File: config.mk
export PLATFORM = sky130hd
export DESIGN_NAME = pcpc_ctrl
export DESIGN_NICKNAME = d
export VERILOG_FILES = /design/src/pcpc_pkg.sv /design/src/pcpc_ctrl.sv
export SDC_FILE = /design/constraint.sdc
export NUM_CORES = 1
export LEC_CHECK = 0
export BUFFER_PORTS_ARGS = -buffer_cell sky130_fd_sc_hd__buf_2
export CAP_MARGIN = 20
export CORE_ASPECT_RATIO = 1.25
export CORE_UTILIZATION = 50
export CTS_CLUSTER_SIZE = 14
export DETAILED_ROUTE_END_ITERATION = 8
export GPL_ROUTABILITY_DRIVEN = 0
export PLACE_DENSITY = 0.7
export SLEW_MARGIN = 0
export SYNTH_ARGS = -nofsm -noshare
export SYNTH_HDL_FRONTEND = slang
export SYNTH_SLANG_ARGS = --single-unit
File: constraint.sdc
create_clock -name CLK_SYS -period 14.5 [get_ports CLK_SYS]
set_input_delay 2.9 -clock CLK_SYS [delete_from_list [all_inputs] [get_ports CLK_SYS]]
set_output_delay 2.9 -clock CLK_SYS [all_outputs]
set_load 0.05 [all_outputs]
File: src/pcpc_pkg.sv
// constants, register map and timing for the parallel channel protection block
// assumes a 40 MHz system clock and a zero-wait AHB-Lite slave
// Behaviour
// - two pair bits: channels 0&3, 1&2
// - paired channels trip and restart together
// - paired mode uses reduced paired trip level
// - either low select gives paired low level
// - shared restart counts; both latch at limit
// - either slow select slows both paired channels
// - pairing disables small-load drop limitation
// - slow select halves slew both directions
// - drop limit only on diagnosed channel
// - reverse flow keeps channel state unchanged unless the paired partner trips
// - switch-on accepted during reverse flow
// - no own protection acts during reverse flow; a paired partner trip still switches off
package pcpc_pkg;
  localparam int NCH = 4;
  localparam int CLK_PERIOD_NS = 25;
  localparam int RESTART_TIME_NS = 10000;
  localparam int RESTART_CYC = (RESTART_TIME_NS + CLK_PERIOD_NS - 1) / CLK_PERIOD_NS;
  localparam int TMR_W = 9;
  localparam int CNT_W = 4;
  localparam logic [7:0] A_PAIR = 8'h00;
  localparam logic [7:0] A_TRIP = 8'h04;
  localparam logic [7:0] A_SLEW = 8'h08;
  localparam logic [7:0] A_DIAG = 8'h0C;
  localparam logic [7:0] A_OUT = 8'h10;
  localparam logic [7:0] A_CLR_CNT = 8'h14;
  localparam logic [7:0] A_STAT = 8'h18;
  localparam logic [7:0] A_CNT = 8'h1C;
  localparam logic [7:0] A_IRQ_STAT = 8'h20;
  localparam logic [7:0] A_IRQ_CLR = 8'h24;
  localparam logic [7:0] A_IRQ_EN = 8'h28;
  localparam logic [1:0] HTRANS_NONSEQ = 2'h2;
  localparam logic [1:0] HTRANS_SEQ = 2'h3;
  typedef enum logic [1:0] {
    TRIP_NORM = 2'h0,
    TRIP_LOW = 2'h1,
    TRIP_PAIR = 2'h2,
    TRIP_PAIR_LOW = 2'h3
  } pcpc_trip_e;
  function automatic int partner(input int i);
    return NCH - 1 - i;
  endfunction : partner
  function automatic int pair_of(input int i);
    return (i == 0 || i == NCH - 1) ? 0 : 1;
  endfunction : pair_of
endpackage : pcpc_pkg

File: src/pcpc_ctrl.sv
// protection, pairing and slew control for four high-side channels
// assumes pin-level comparator inputs from the analog side, asynchronous to CLK_SYS
`timescale 1ns/1ps
module pcpc_ctrl #(
  parameter logic [3:0] RESTART_LIMIT = 4'h8
) (
  input wire logic CLK_SYS,
  input wire logic RST_B,
  input wire logic CE,
  input wire logic HSEL,
  input wire logic [31:0] HADDR,
  input wire logic [1:0] HTRANS,
  input wire logic HWRITE,
  input wire logic [2:0] HSIZE,
  input wire logic [31:0] HWDATA,
  input wire logic HREADY,
  output logic [31:0] HRDATA,
  output logic HREADYOUT,
  output logic HRESP,
  input wire logic [3:0] OVL_NORM,
  input wire logic [3:0] OVL_LOW,
  input wire logic [3:0] OVL_PAIR,
  input wire logic [3:0] OVL_PAIR_LOW,
  input wire logic [3:0] OVER_TEMP,
  input wire logic [3:0] REV_FLOW,
  input wire logic [3:0] SLC_DROP,
  output logic [3:0] GATE_ON,
  output logic [3:0] SLOW_SLEW,
  output logic [3:0] SLC_ENGAGE,
  output logic [7:0] TRIP_LEVEL,
  output logic IRQ
);
  localparam int NCH = pcpc_pkg::NCH;
  localparam int CW = pcpc_pkg::CNT_W;
  localparam int TW = pcpc_pkg::TMR_W;
  localparam logic [TW-1:0] RST_TMR = TW'(pcpc_pkg::RESTART_CYC);

  logic [1:0] rst_sync;
  wire rst_n = rst_sync[1];
  always_ff @(posedge CLK_SYS or negedge RST_B) begin
    if (!RST_B) rst_sync <= 2'h0;
    else rst_sync <= {rst_sync[0], 1'b1};
  end

  // pins pass two flops; the first stage is read by the second only
  logic [27:0] pin_s1, pin_s2;
  always_ff @(posedge CLK_SYS or negedge rst_n) begin
    if (!rst_n) begin
      pin_s1 <= 28'h0;
      pin_s2 <= 28'h0;
    end else if (CE) begin
      pin_s1 <= {SLC_DROP, REV_FLOW, OVER_TEMP, OVL_PAIR_LOW, OVL_PAIR, OVL_LOW, OVL_NORM};
      pin_s2 <= pin_s1;
    end
  end
  wire [3:0] ovl_norm = pin_s2[3:0];
  wire [3:0] ovl_low = pin_s2[7:4];
  wire [3:0] ovl_pair = pin_s2[11:8];
  wire [3:0] ovl_pair_low = pin_s2[15:12];
  wire [3:0] over_temp = pin_s2[19:16];
  wire [3:0] rev = pin_s2[23:20];
  wire [3:0] slc_drop = pin_s2[27:24];

  // register file
  logic [1:0] pair_join_enable;
  logic [3:0] low_trip_select, slow_slew_select, cmd;
  logic [2:0] diag_channel_select;
  logic [7:0] irq_stat, irq_en;
  logic [7:0] d_addr;
  logic d_write;
  wire a_take = HSEL && HREADY && (HTRANS == pcpc_pkg::HTRANS_NONSEQ || HTRANS == pcpc_pkg::HTRANS_SEQ);
  always_ff @(posedge CLK_SYS or negedge rst_n) begin
    if (!rst_n) begin
      d_addr <= 8'h00;
      d_write <= 1'b0;
    end else if (CE && HREADY) begin
      d_addr <= a_take ? HADDR[7:0] : 8'h00;
      d_write <= a_take && HWRITE;
    end
  end
  wire wr_pair = d_write && d_addr == pcpc_pkg::A_PAIR;
  wire wr_trip = d_write && d_addr == pcpc_pkg::A_TRIP;
  wire wr_slew = d_write && d_addr == pcpc_pkg::A_SLEW;
  wire wr_diag = d_write && d_addr == pcpc_pkg::A_DIAG;
  wire wr_out = d_write && d_addr == pcpc_pkg::A_OUT;
  wire wr_clr = d_write && d_addr == pcpc_pkg::A_CLR_CNT;
  wire wr_iclr = d_write && d_addr == pcpc_pkg::A_IRQ_CLR;
  wire wr_ien = d_write && d_addr == pcpc_pkg::A_IRQ_EN;
  wire [3:0] clr_cnt = wr_clr ? HWDATA[3:0] : 4'h0;
  always_ff @(posedge CLK_SYS or negedge rst_n) begin
    if (!rst_n) begin
      pair_join_enable <= 2'h0;
      low_trip_select <= 4'h0;
      slow_slew_select <= 4'h0;
      diag_channel_select <= 3'h0;
      cmd <= 4'h0;
      irq_en <= 8'h00;
    end else if (CE) begin
      if (wr_pair) pair_join_enable <= HWDATA[1:0];
      if (wr_trip) low_trip_select <= HWDATA[3:0];
      if (wr_slew) slow_slew_select <= HWDATA[3:0];
      if (wr_diag) diag_channel_select <= HWDATA[2:0];
      if (wr_out) cmd <= HWDATA[3:0];
      if (wr_ien) irq_en <= HWDATA[7:0];
    end
  end

  // per-channel protection
  logic [3:0] paired, own_fault, trip_ev, upd, wait_rs, latched, done, release_rs;
  logic [3:0] eff_low, eff_slow, slc_next;
  logic [TW-1:0] tmr [NCH];
  logic [CW-1:0] rcnt [NCH];
  logic [CW-1:0] next_rcnt [NCH];
  pcpc_pkg::pcpc_trip_e lvl [NCH];

  for (genvar i = 0; i < NCH; i++) begin : g_ch
    localparam int P = pcpc_pkg::partner(i);
    assign paired[i] = pair_join_enable[pcpc_pkg::pair_of(i)];
    assign eff_low[i] = low_trip_select[i] | (paired[i] & low_trip_select[P]);
    assign lvl[i] = paired[i] ? (eff_low[i] ? pcpc_pkg::TRIP_PAIR_LOW : pcpc_pkg::TRIP_PAIR)
                  : (low_trip_select[i] ? pcpc_pkg::TRIP_LOW : pcpc_pkg::TRIP_NORM);
    wire ovl = (lvl[i] == pcpc_pkg::TRIP_PAIR_LOW) ? ovl_pair_low[i]
             : (lvl[i] == pcpc_pkg::TRIP_PAIR) ? ovl_pair[i]
             : (lvl[i] == pcpc_pkg::TRIP_LOW) ? ovl_low[i] : ovl_norm[i];
    // reverse flow masks the channel's own overload and over-temperature paths; partner trips still act
    assign own_fault[i] = (ovl | over_temp[i]) & ~rev[i];
    assign trip_ev[i] = own_fault[i] & GATE_ON[i];
    assign upd[i] = trip_ev[i] | (paired[i] & trip_ev[P]);
    wire [CW-1:0] base = (paired[i] && rcnt[P] > rcnt[i]) ? rcnt[P] : rcnt[i];
    assign next_rcnt[i] = (base == {CW{1'b1}}) ? base : base + CW'(1);
    assign done[i] = wait_rs[i] && tmr[i] == '0;
    assign release_rs[i] = done[i] && (!paired[i] || !wait_rs[P] || done[P]);
    wire hit = next_rcnt[i] >= RESTART_LIMIT;
    wire hit_p = paired[i] && upd[i] && next_rcnt[P] >= RESTART_LIMIT;
    assign eff_slow[i] = slow_slew_select[i] | (paired[i] & slow_slew_select[P]);
    assign slc_next[i] = !paired[i] && GATE_ON[i] && diag_channel_select == 3'(i)
                       && slc_drop[i];
    always_ff @(posedge CLK_SYS or negedge rst_n) begin
      if (!rst_n) begin
        wait_rs[i] <= 1'b0;
        tmr[i] <= '0;
        rcnt[i] <= '0;
        latched[i] <= 1'b0;
      end else if (CE) begin
        if (clr_cnt[i]) begin
          rcnt[i] <= '0;
          latched[i] <= 1'b0;
        end else if (upd[i]) begin
          rcnt[i] <= next_rcnt[i];
          latched[i] <= latched[i] | hit | hit_p;
        end
        if (upd[i]) begin
          wait_rs[i] <= 1'b1;
          tmr[i] <= RST_TMR;
        end else if (release_rs[i]) begin
          wait_rs[i] <= 1'b0;
        end else if (wait_rs[i] && tmr[i] != '0) begin
          tmr[i] <= tmr[i] - TW'(1);
        end
      end
    end
  end

  // switch-on is taken regardless of reverse flow
  wire [3:0] next_gate = cmd & ~wait_rs & ~latched & ~upd;
  always_ff @(posedge CLK_SYS or negedge rst_n) begin
    if (!rst_n) begin
      GATE_ON <= 4'h0;
      SLOW_SLEW <= 4'h0;
      SLC_ENGAGE <= 4'h0;
      TRIP_LEVEL <= 8'h00;
    end else if (CE) begin
      GATE_ON <= next_gate;
      SLOW_SLEW <= eff_slow;
      SLC_ENGAGE <= slc_next;
      TRIP_LEVEL <= {lvl[3], lvl[2], lvl[1], lvl[0]};
    end
  end

  // interrupts: trips in [3:0], latch-offs in [7:4]; set beats clear
  logic [3:0] latched_d;
  always_ff @(posedge CLK_SYS or negedge rst_n) begin
    if (!rst_n) begin
      irq_stat <= 8'h00;
      latched_d <= 4'h0;
    end else if (CE) begin
      latched_d <= latched;
      irq_stat <= (irq_stat & ~(wr_iclr ? HWDATA[7:0] : 8'h00))
                | {latched & ~latched_d, trip_ev};
    end
  end
  assign IRQ = |(irq_stat & irq_en);

  // read mux, zero wait states, always OKAY
  // the word is picked in the address phase so that it stands through the data phase;
  // limitation: a read right behind a write to the same register returns the old word
  wire [7:0] rd_addr = HADDR[7:0];
  wire [31:0] cnt_word = {16'h0000, rcnt[3], rcnt[2], rcnt[1], rcnt[0]};
  wire [31:0] stat_word = {20'h00000, GATE_ON, wait_rs, latched};
  wire [31:0] rd_mux =
      (rd_addr == pcpc_pkg::A_PAIR) ? {30'h0, pair_join_enable}
    : (rd_addr == pcpc_pkg::A_TRIP) ? {28'h0, low_trip_select}
    : (rd_addr == pcpc_pkg::A_SLEW) ? {28'h0, slow_slew_select}
    : (rd_addr == pcpc_pkg::A_DIAG) ? {29'h0, diag_channel_select}
    : (rd_addr == pcpc_pkg::A_OUT) ? {28'h0, cmd}
    : (rd_addr == pcpc_pkg::A_STAT) ? stat_word
    : (rd_addr == pcpc_pkg::A_CNT) ? cnt_word
    : (rd_addr == pcpc_pkg::A_IRQ_STAT) ? {24'h0, irq_stat}
    : (rd_addr == pcpc_pkg::A_IRQ_EN) ? {24'h0, irq_en} : 32'h0;
  wire rd_take = a_take && !HWRITE;
  always_ff @(posedge CLK_SYS or negedge rst_n) begin
    if (!rst_n) HRDATA <= 32'h0;
    else if (CE && HREADY) HRDATA <= rd_take ? rd_mux : 32'h0;
  end
  assign HREADYOUT = 1'b1;
  assign HRESP = 1'b0;

  AST_PAIR_JOINT_OFF: assert property (@(posedge CLK_SYS) disable iff (!rst_n)
    (CE && pair_join_enable[0] && trip_ev[0]) |=> (wait_rs[0] && wait_rs[3]))
    else $error("paired channels 0 and 3 did not switch off together");
  AST_PAIR_TRIP: assert property (@(posedge CLK_SYS) disable iff (!rst_n)
    (CE && pair_join_enable[1] && {low_trip_select[1], low_trip_select[2]} == 2'h0)
      |=> TRIP_LEVEL[3:2] == pcpc_pkg::TRIP_PAIR)
    else $error("paired channel 1 not on paired trip level");
  AST_PAIR_LOW_TRIP: assert property (@(posedge CLK_SYS) disable iff (!rst_n)
    (CE && pair_join_enable[0] && low_trip_select[3])
      |=> TRIP_LEVEL[1:0] == pcpc_pkg::TRIP_PAIR_LOW)
    else $error("channel 0 ignored partner low trip select");
  AST_PAIR_COUNT: assert property (@(posedge CLK_SYS) disable iff (!rst_n)
    (CE && pair_join_enable[0] && upd[0] && !clr_cnt[0] && !clr_cnt[3])
      |=> (rcnt[0] == rcnt[3] && latched[0] == latched[3]))
    else $error("paired restart counters diverged");
  AST_PAIR_SLEW: assert property (@(posedge CLK_SYS) disable iff (!rst_n)
    (CE && pair_join_enable[1] && slow_slew_select[2]) |=> SLOW_SLEW[1] && SLOW_SLEW[2])
    else $error("paired slow slew not shared");
  AST_SLOW_SLEW: assert property (@(posedge CLK_SYS) disable iff (!rst_n)
    (CE && slow_slew_select[2]) |=> SLOW_SLEW[2])
    else $error("slow slew select not applied");
  AST_PAIR_NO_SLC: assert property (@(posedge CLK_SYS) disable iff (!rst_n)
    (CE && pair_join_enable[0]) |=> !SLC_ENGAGE[0] && !SLC_ENGAGE[3])
    else $error("drop limitation active in paired mode");
  AST_SLC_DIAG: assert property (@(posedge CLK_SYS) disable iff (!rst_n)
    ($past(CE) && SLC_ENGAGE[1]) |-> $past(diag_channel_select) == 3'h1)
    else $error("drop limitation on undiagnosed channel");
  AST_REV_ON: assert property (@(posedge CLK_SYS) disable iff (!rst_n)
    (CE && cmd[1] && rev[1] && !wait_rs[1] && !latched[1] && !paired[1]) |=> GATE_ON[1])
    else $error("switch-on refused during reverse flow");
  AST_REV_NO_PROT: assert property (@(posedge CLK_SYS) disable iff (!rst_n)
    (CE && rev[1] && !paired[1] && !wait_rs[1]) |=> !wait_rs[1])
    else $error("protection acted during reverse flow");

  // the checks below, except AST_LATCH_AT_LIMIT, sample registered state one edge after its cause
  AST_JOINT_RESTART: assert property (@(posedge CLK_SYS) disable iff (!rst_n)
    (CE && pair_join_enable[0] && wait_rs[0] && wait_rs[3])
      |=> wait_rs[0] == wait_rs[3])
    else $error("paired channels 0 and 3 did not restart together");
  AST_TRIP_OFF: assert property (@(posedge CLK_SYS) disable iff (!rst_n)
    (CE && trip_ev[1])
      |=> (!GATE_ON[1] && wait_rs[1]))
    else $error("fault without reverse flow did not switch channel 1 off");
  AST_LATCH_HOLD: assert property (@(posedge CLK_SYS) disable iff (!rst_n)
    (CE && latched[0] && !clr_cnt[0])
      |=> (latched[0] && !GATE_ON[0]))
    else $error("latched channel 0 came back on");
  AST_LATCH_AT_LIMIT: assert property (@(posedge CLK_SYS) disable iff (!rst_n)
    (rcnt[0] >= RESTART_LIMIT)
      |-> latched[0])
    else $error("channel 0 at restart limit but not latched");
  AST_CLR_UNLATCH: assert property (@(posedge CLK_SYS) disable iff (!rst_n)
    (CE && clr_cnt[0])
      |=> (!latched[0] && rcnt[0] == '0))
    else $error("counter clear did not release channel 0");
  AST_REV_KEEP_ON: assert property (@(posedge CLK_SYS) disable iff (!rst_n)
    (CE && rev[1] && GATE_ON[1] && cmd[1] && !paired[1])
      |=> GATE_ON[1])
    else $error("channel 1 left its on state during reverse flow");
  AST_UNPAIRED_NORM: assert property (@(posedge CLK_SYS) disable iff (!rst_n)
    (CE && !pair_join_enable[1] && !low_trip_select[1])
      |=> TRIP_LEVEL[3:2] == pcpc_pkg::TRIP_NORM)
    else $error("unpaired channel 1 not on normal trip level");
  AST_UNPAIRED_LOW: assert property (@(posedge CLK_SYS) disable iff (!rst_n)
    (CE && !pair_join_enable[1] && low_trip_select[1])
      |=> TRIP_LEVEL[3:2] == pcpc_pkg::TRIP_LOW)
    else $error("unpaired channel 1 not on low trip level");
  AST_UNPAIRED_SLEW: assert property (@(posedge CLK_SYS) disable iff (!rst_n)
    (CE && !pair_join_enable[0] && !slow_slew_select[0])
      |=> !SLOW_SLEW[0])
    else $error("unpaired channel 0 slowed by another channel");
  AST_PAIR_SLEW_ZERO: assert property (@(posedge CLK_SYS) disable iff (!rst_n)
    (CE && pair_join_enable[0] && slow_slew_select[0])
      |=> SLOW_SLEW[3])
    else $error("channel 3 ignored partner slow slew select");
  AST_SLC_OTHER: assert property (@(posedge CLK_SYS) disable iff (!rst_n)
    (CE && diag_channel_select != 3'h2)
      |=> !SLC_ENGAGE[2])
    else $error("drop limitation on channel 2 while not diagnosed");
  AST_SLC_ENGAGE: assert property (@(posedge CLK_SYS) disable iff (!rst_n)
    (CE && !pair_join_enable[1] && GATE_ON[1] && diag_channel_select == 3'h1 && slc_drop[1])
      |=> SLC_ENGAGE[1])
    else $error("drop limitation not engaged on diagnosed channel 1");
  AST_SLC_GATE_OFF: assert property (@(posedge CLK_SYS) disable iff (!rst_n)
    (CE && !GATE_ON[3])
      |=> !SLC_ENGAGE[3])
    else $error("drop limitation on switched-off channel 3");
endmodule : pcpc_ctrl

==> reports/qor.csv <==
metric,value,unit
startpoint_type,primary input,
holdBufCountCts,0,
antennaDiodeCount,0,
yosys.area.top_type,dfrtp_1,
synth_cell_types,72,
wl_met1,10820,um
drive_above_1_share,22.66,%
initial_utilization,50.82,%
clock_skew,0.01251,ns
drtPass1Iterations,5,
synthArstFlopShare,100.0,%
post_cts_buffers,0,
fin_crit,5.238,ns
dieArea,0.02094,mm^2
final_nets,1144,
die_y,161.5,um
syn-instance-count,965,
worstSetupPathType,primary input to flop,
worstSetupEndpointType,flop,
gr-total-overflow,0,
areaGrowthSynthToFinish,11.46,%
setup-tns-final,0,ns
cts.sinks,198,
wirelength,23890,um
synth_warnings,0,
grt_pass1_vias,7516,
synth_top_area_share,48.68,%
drt_iter0_markers,723,
cts_resized,0,
cts_tree,yes,
die_w,129.6,um
rsz0062_at_grt,false,
grt_pass1_wl,39530,um
synthFlopType,dfrtp_1,
crit_fanout,45,
drc_errors,0,
worst_slew_pin_slew,1.003,ns
maxCapViolations,0,
cts.reportedPaths.clkPinSlew,0.07,ns
cts.htree.levels,4,
portBuffers,87,
ys_ff_latch,198,
hold_class,flop to flop,
post-route-period-util,36.13,%
setup_violations,0,
num_io_pins,158,
finalPower,1876,uW
dp_hpwl,16680,um
required,14.87,ns
wl_per_cell,18.28,um
fmax,190.9,MHz
ant_nets,0,
cts_buffers,17,
dr_wl_met3,1335,um
met2_length,11110,um
outcome,completed,
cts_buffer_depth,2,
via_per_inst,5.850,
relSlewSlack,32.69,%
grt_antenna_before_repair,0,
netlist_area,0.01018,mm^2
hold_violations,0,
vias,7646,
vdd_drop_max,0.1001,mV
p_leak,0.005034,uW
synth_area_per_cell,10.55,um^2
dr.max_layer_used,met4,
postLayoutCoreUtil,56.64,%
core_area,0.02003,mm^2
p_per_area,165.4,mW/mm^2
grt_max_degree,74,
track_usage,24.34,%
synthTopCellsByArea,"dfrtp_1 (49%), mux2_2 (9.6%), nand2_1 (3.4%)",
rows,58,
ys_seq_area_share,48.68,%
cp_data_arrival_time,5.61,ns
insertion_delay,0.44,ns
synth_edf_count,0,
cts-root-buf,clkbuf_16,
slew_viol_final,0,
-- metrics by stage --
step | instances | setup slack (ns) | hold slack, ns | cell area (um^2)
final | 1307 | 9.262 | 0.3522 | 11340
after global routing | 1307 | 9.132 | 0.3651 | 11340
after CTS | 1307 | 9.257 | 0.3532 | 11340
after detailed placement | 1275 | 8.805 | 0.3355 | 10690
after global placement | 1275 | 8.856 | 0.3381 | 10690
after floorplan | 982 | 8.574 | 0.3312 | 10240
-- power breakdown --
part	internal [uW]	total (uW)	switching (uW)
registers	670	829	158
clock network	283	519	235
logic	236	529	293
-- cell usage after synthesis, types with 11 or more instances --
| cell | n |
|---|---|
| a21oi_1 | 38 |
| a22o_1 | 28 |
| a22oi_1 | 13 |
| a31oi_1 | 11 |
| buf_4 | 24 |
| clkbuf_1 | 36 |
| dfrtp_1 | 198 |
| ha_1 | 17 |
| inv_1 | 36 |
| mux2_2 | 87 |
| mux2i_1 | 17 |
| nand2_1 | 92 |
| nand2b_1 | 19 |
| nand3_1 | 23 |
| nand4_1 | 12 |
| nor2_1 | 63 |
| nor3_1 | 13 |
| o21ai_0 | 47 |
| xnor2_1 | 13 |
| xor2_1 | 15 |
-- cell usage in the layout (no fill, tap or decap), drive strengths merged, types with 17 or more instances in the layout --
| cell | n |
|---|---|
| a21oi | 38 |
| a22o | 28 |
| buf | 91 |
| clkbuf | 17 |
| conb | 19 |
| dfrtp | 198 |
| ha | 17 |
| inv | 45 |
| mux2 | 87 |
| mux2i | 17 |
| nand2 | 93 |
| nand2b | 19 |
| nand3 | 23 |
| nor2 | 63 |
| o21ai | 47 |
-- state kept, by name, summed over array words and instances, names as in the netlist, 6 cells and up --
register    count
tmr            36
pin_s1         28
pin_s2         28
HRDATA         16
cnt_word       16
d_addr          8
irq_en          8
irq_stat        8
TRIP_LEVEL      6
-- layout make-up --
| class | instances | area (um^2) |
|---|---|---|
| Clock buffer | 17 | 425.4 |
| Clock inverter | 15 | 225.2 |
| Fill cell | 1766 | 8685 |
| Inverter | 36 | 135.1 |
| Multi-Input combinational cell | 680 | 4795 |
| Sequential cell | 198 | 4959 |
| Tap cell | 270 | 337.8 |
| Timing Repair Buffer | 91 | 467.9 |
-- kinds of logic after synthesis --
| group | share of synthesized area [%] |
|---|---|
| flip-flops | 48.68 |
| AO/OA/AOI/OAI | 15.46 |
| multiplexers | 12.18 |
| other | 0.07378 |
| adder cells (fa/ha/maj) | 2.090 |
| XOR/XNOR | 2.409 |
| AND/OR/NAND/NOR | 14.26 |
| buffers and inverters | 4.843 |
-- worst max-delay path, cell delays in order --
cell and delay, ns:
buf_4 0.42, nand2_1 0.69, or3_1 0.74, nor3_1 0.61, a22o_1 0.22
-- final timing paths --
| check | startpoint | endpoint | slack [ns] | cells after the start |
|---|---|---|---|---|
| hold reg to reg | rst_sync[0]$_DFF_PN0_ | rst_sync[1]$_DFF_PN0_ | 0.35 | 0 |
| setup / recovery | CE | HRDATA[15]$_DFFE_PN0P_ | 9.26 | 5 |
| max in group asynchronous | rst_sync[1]$_DFF_PN0_ | d_write$_DFFE_PN0P_ | 11.88 | 2 |
| min in group asynchronous | rst_sync[1]$_DFF_PN0_ | pin_s1[2]$_DFFE_PN0P_ | 0.41 | 0 |
| hold / removal | rst_sync[0]$_DFF_PN0_ | rst_sync[1]$_DFF_PN0_ | 0.35 | 0 |
| setup reg to reg | cnt_word[13]$_DFFE_PN0P_ | cnt_word[14]$_DFFE_PN0P_ | 11.01 | 10 |
-- layer usage --
| metal | up-vias | track usage (%) |
|---|---|---|
| li1 | 3608 | - |
| met1 | 3742 | 34.28 |
| met2 | 249 | 37.85 |
| met3 | 47 | 3.577 |
| met4 | 0 | 9.408 |
| met5 | - | 0 |
Power figures use the tool's default switching activity.
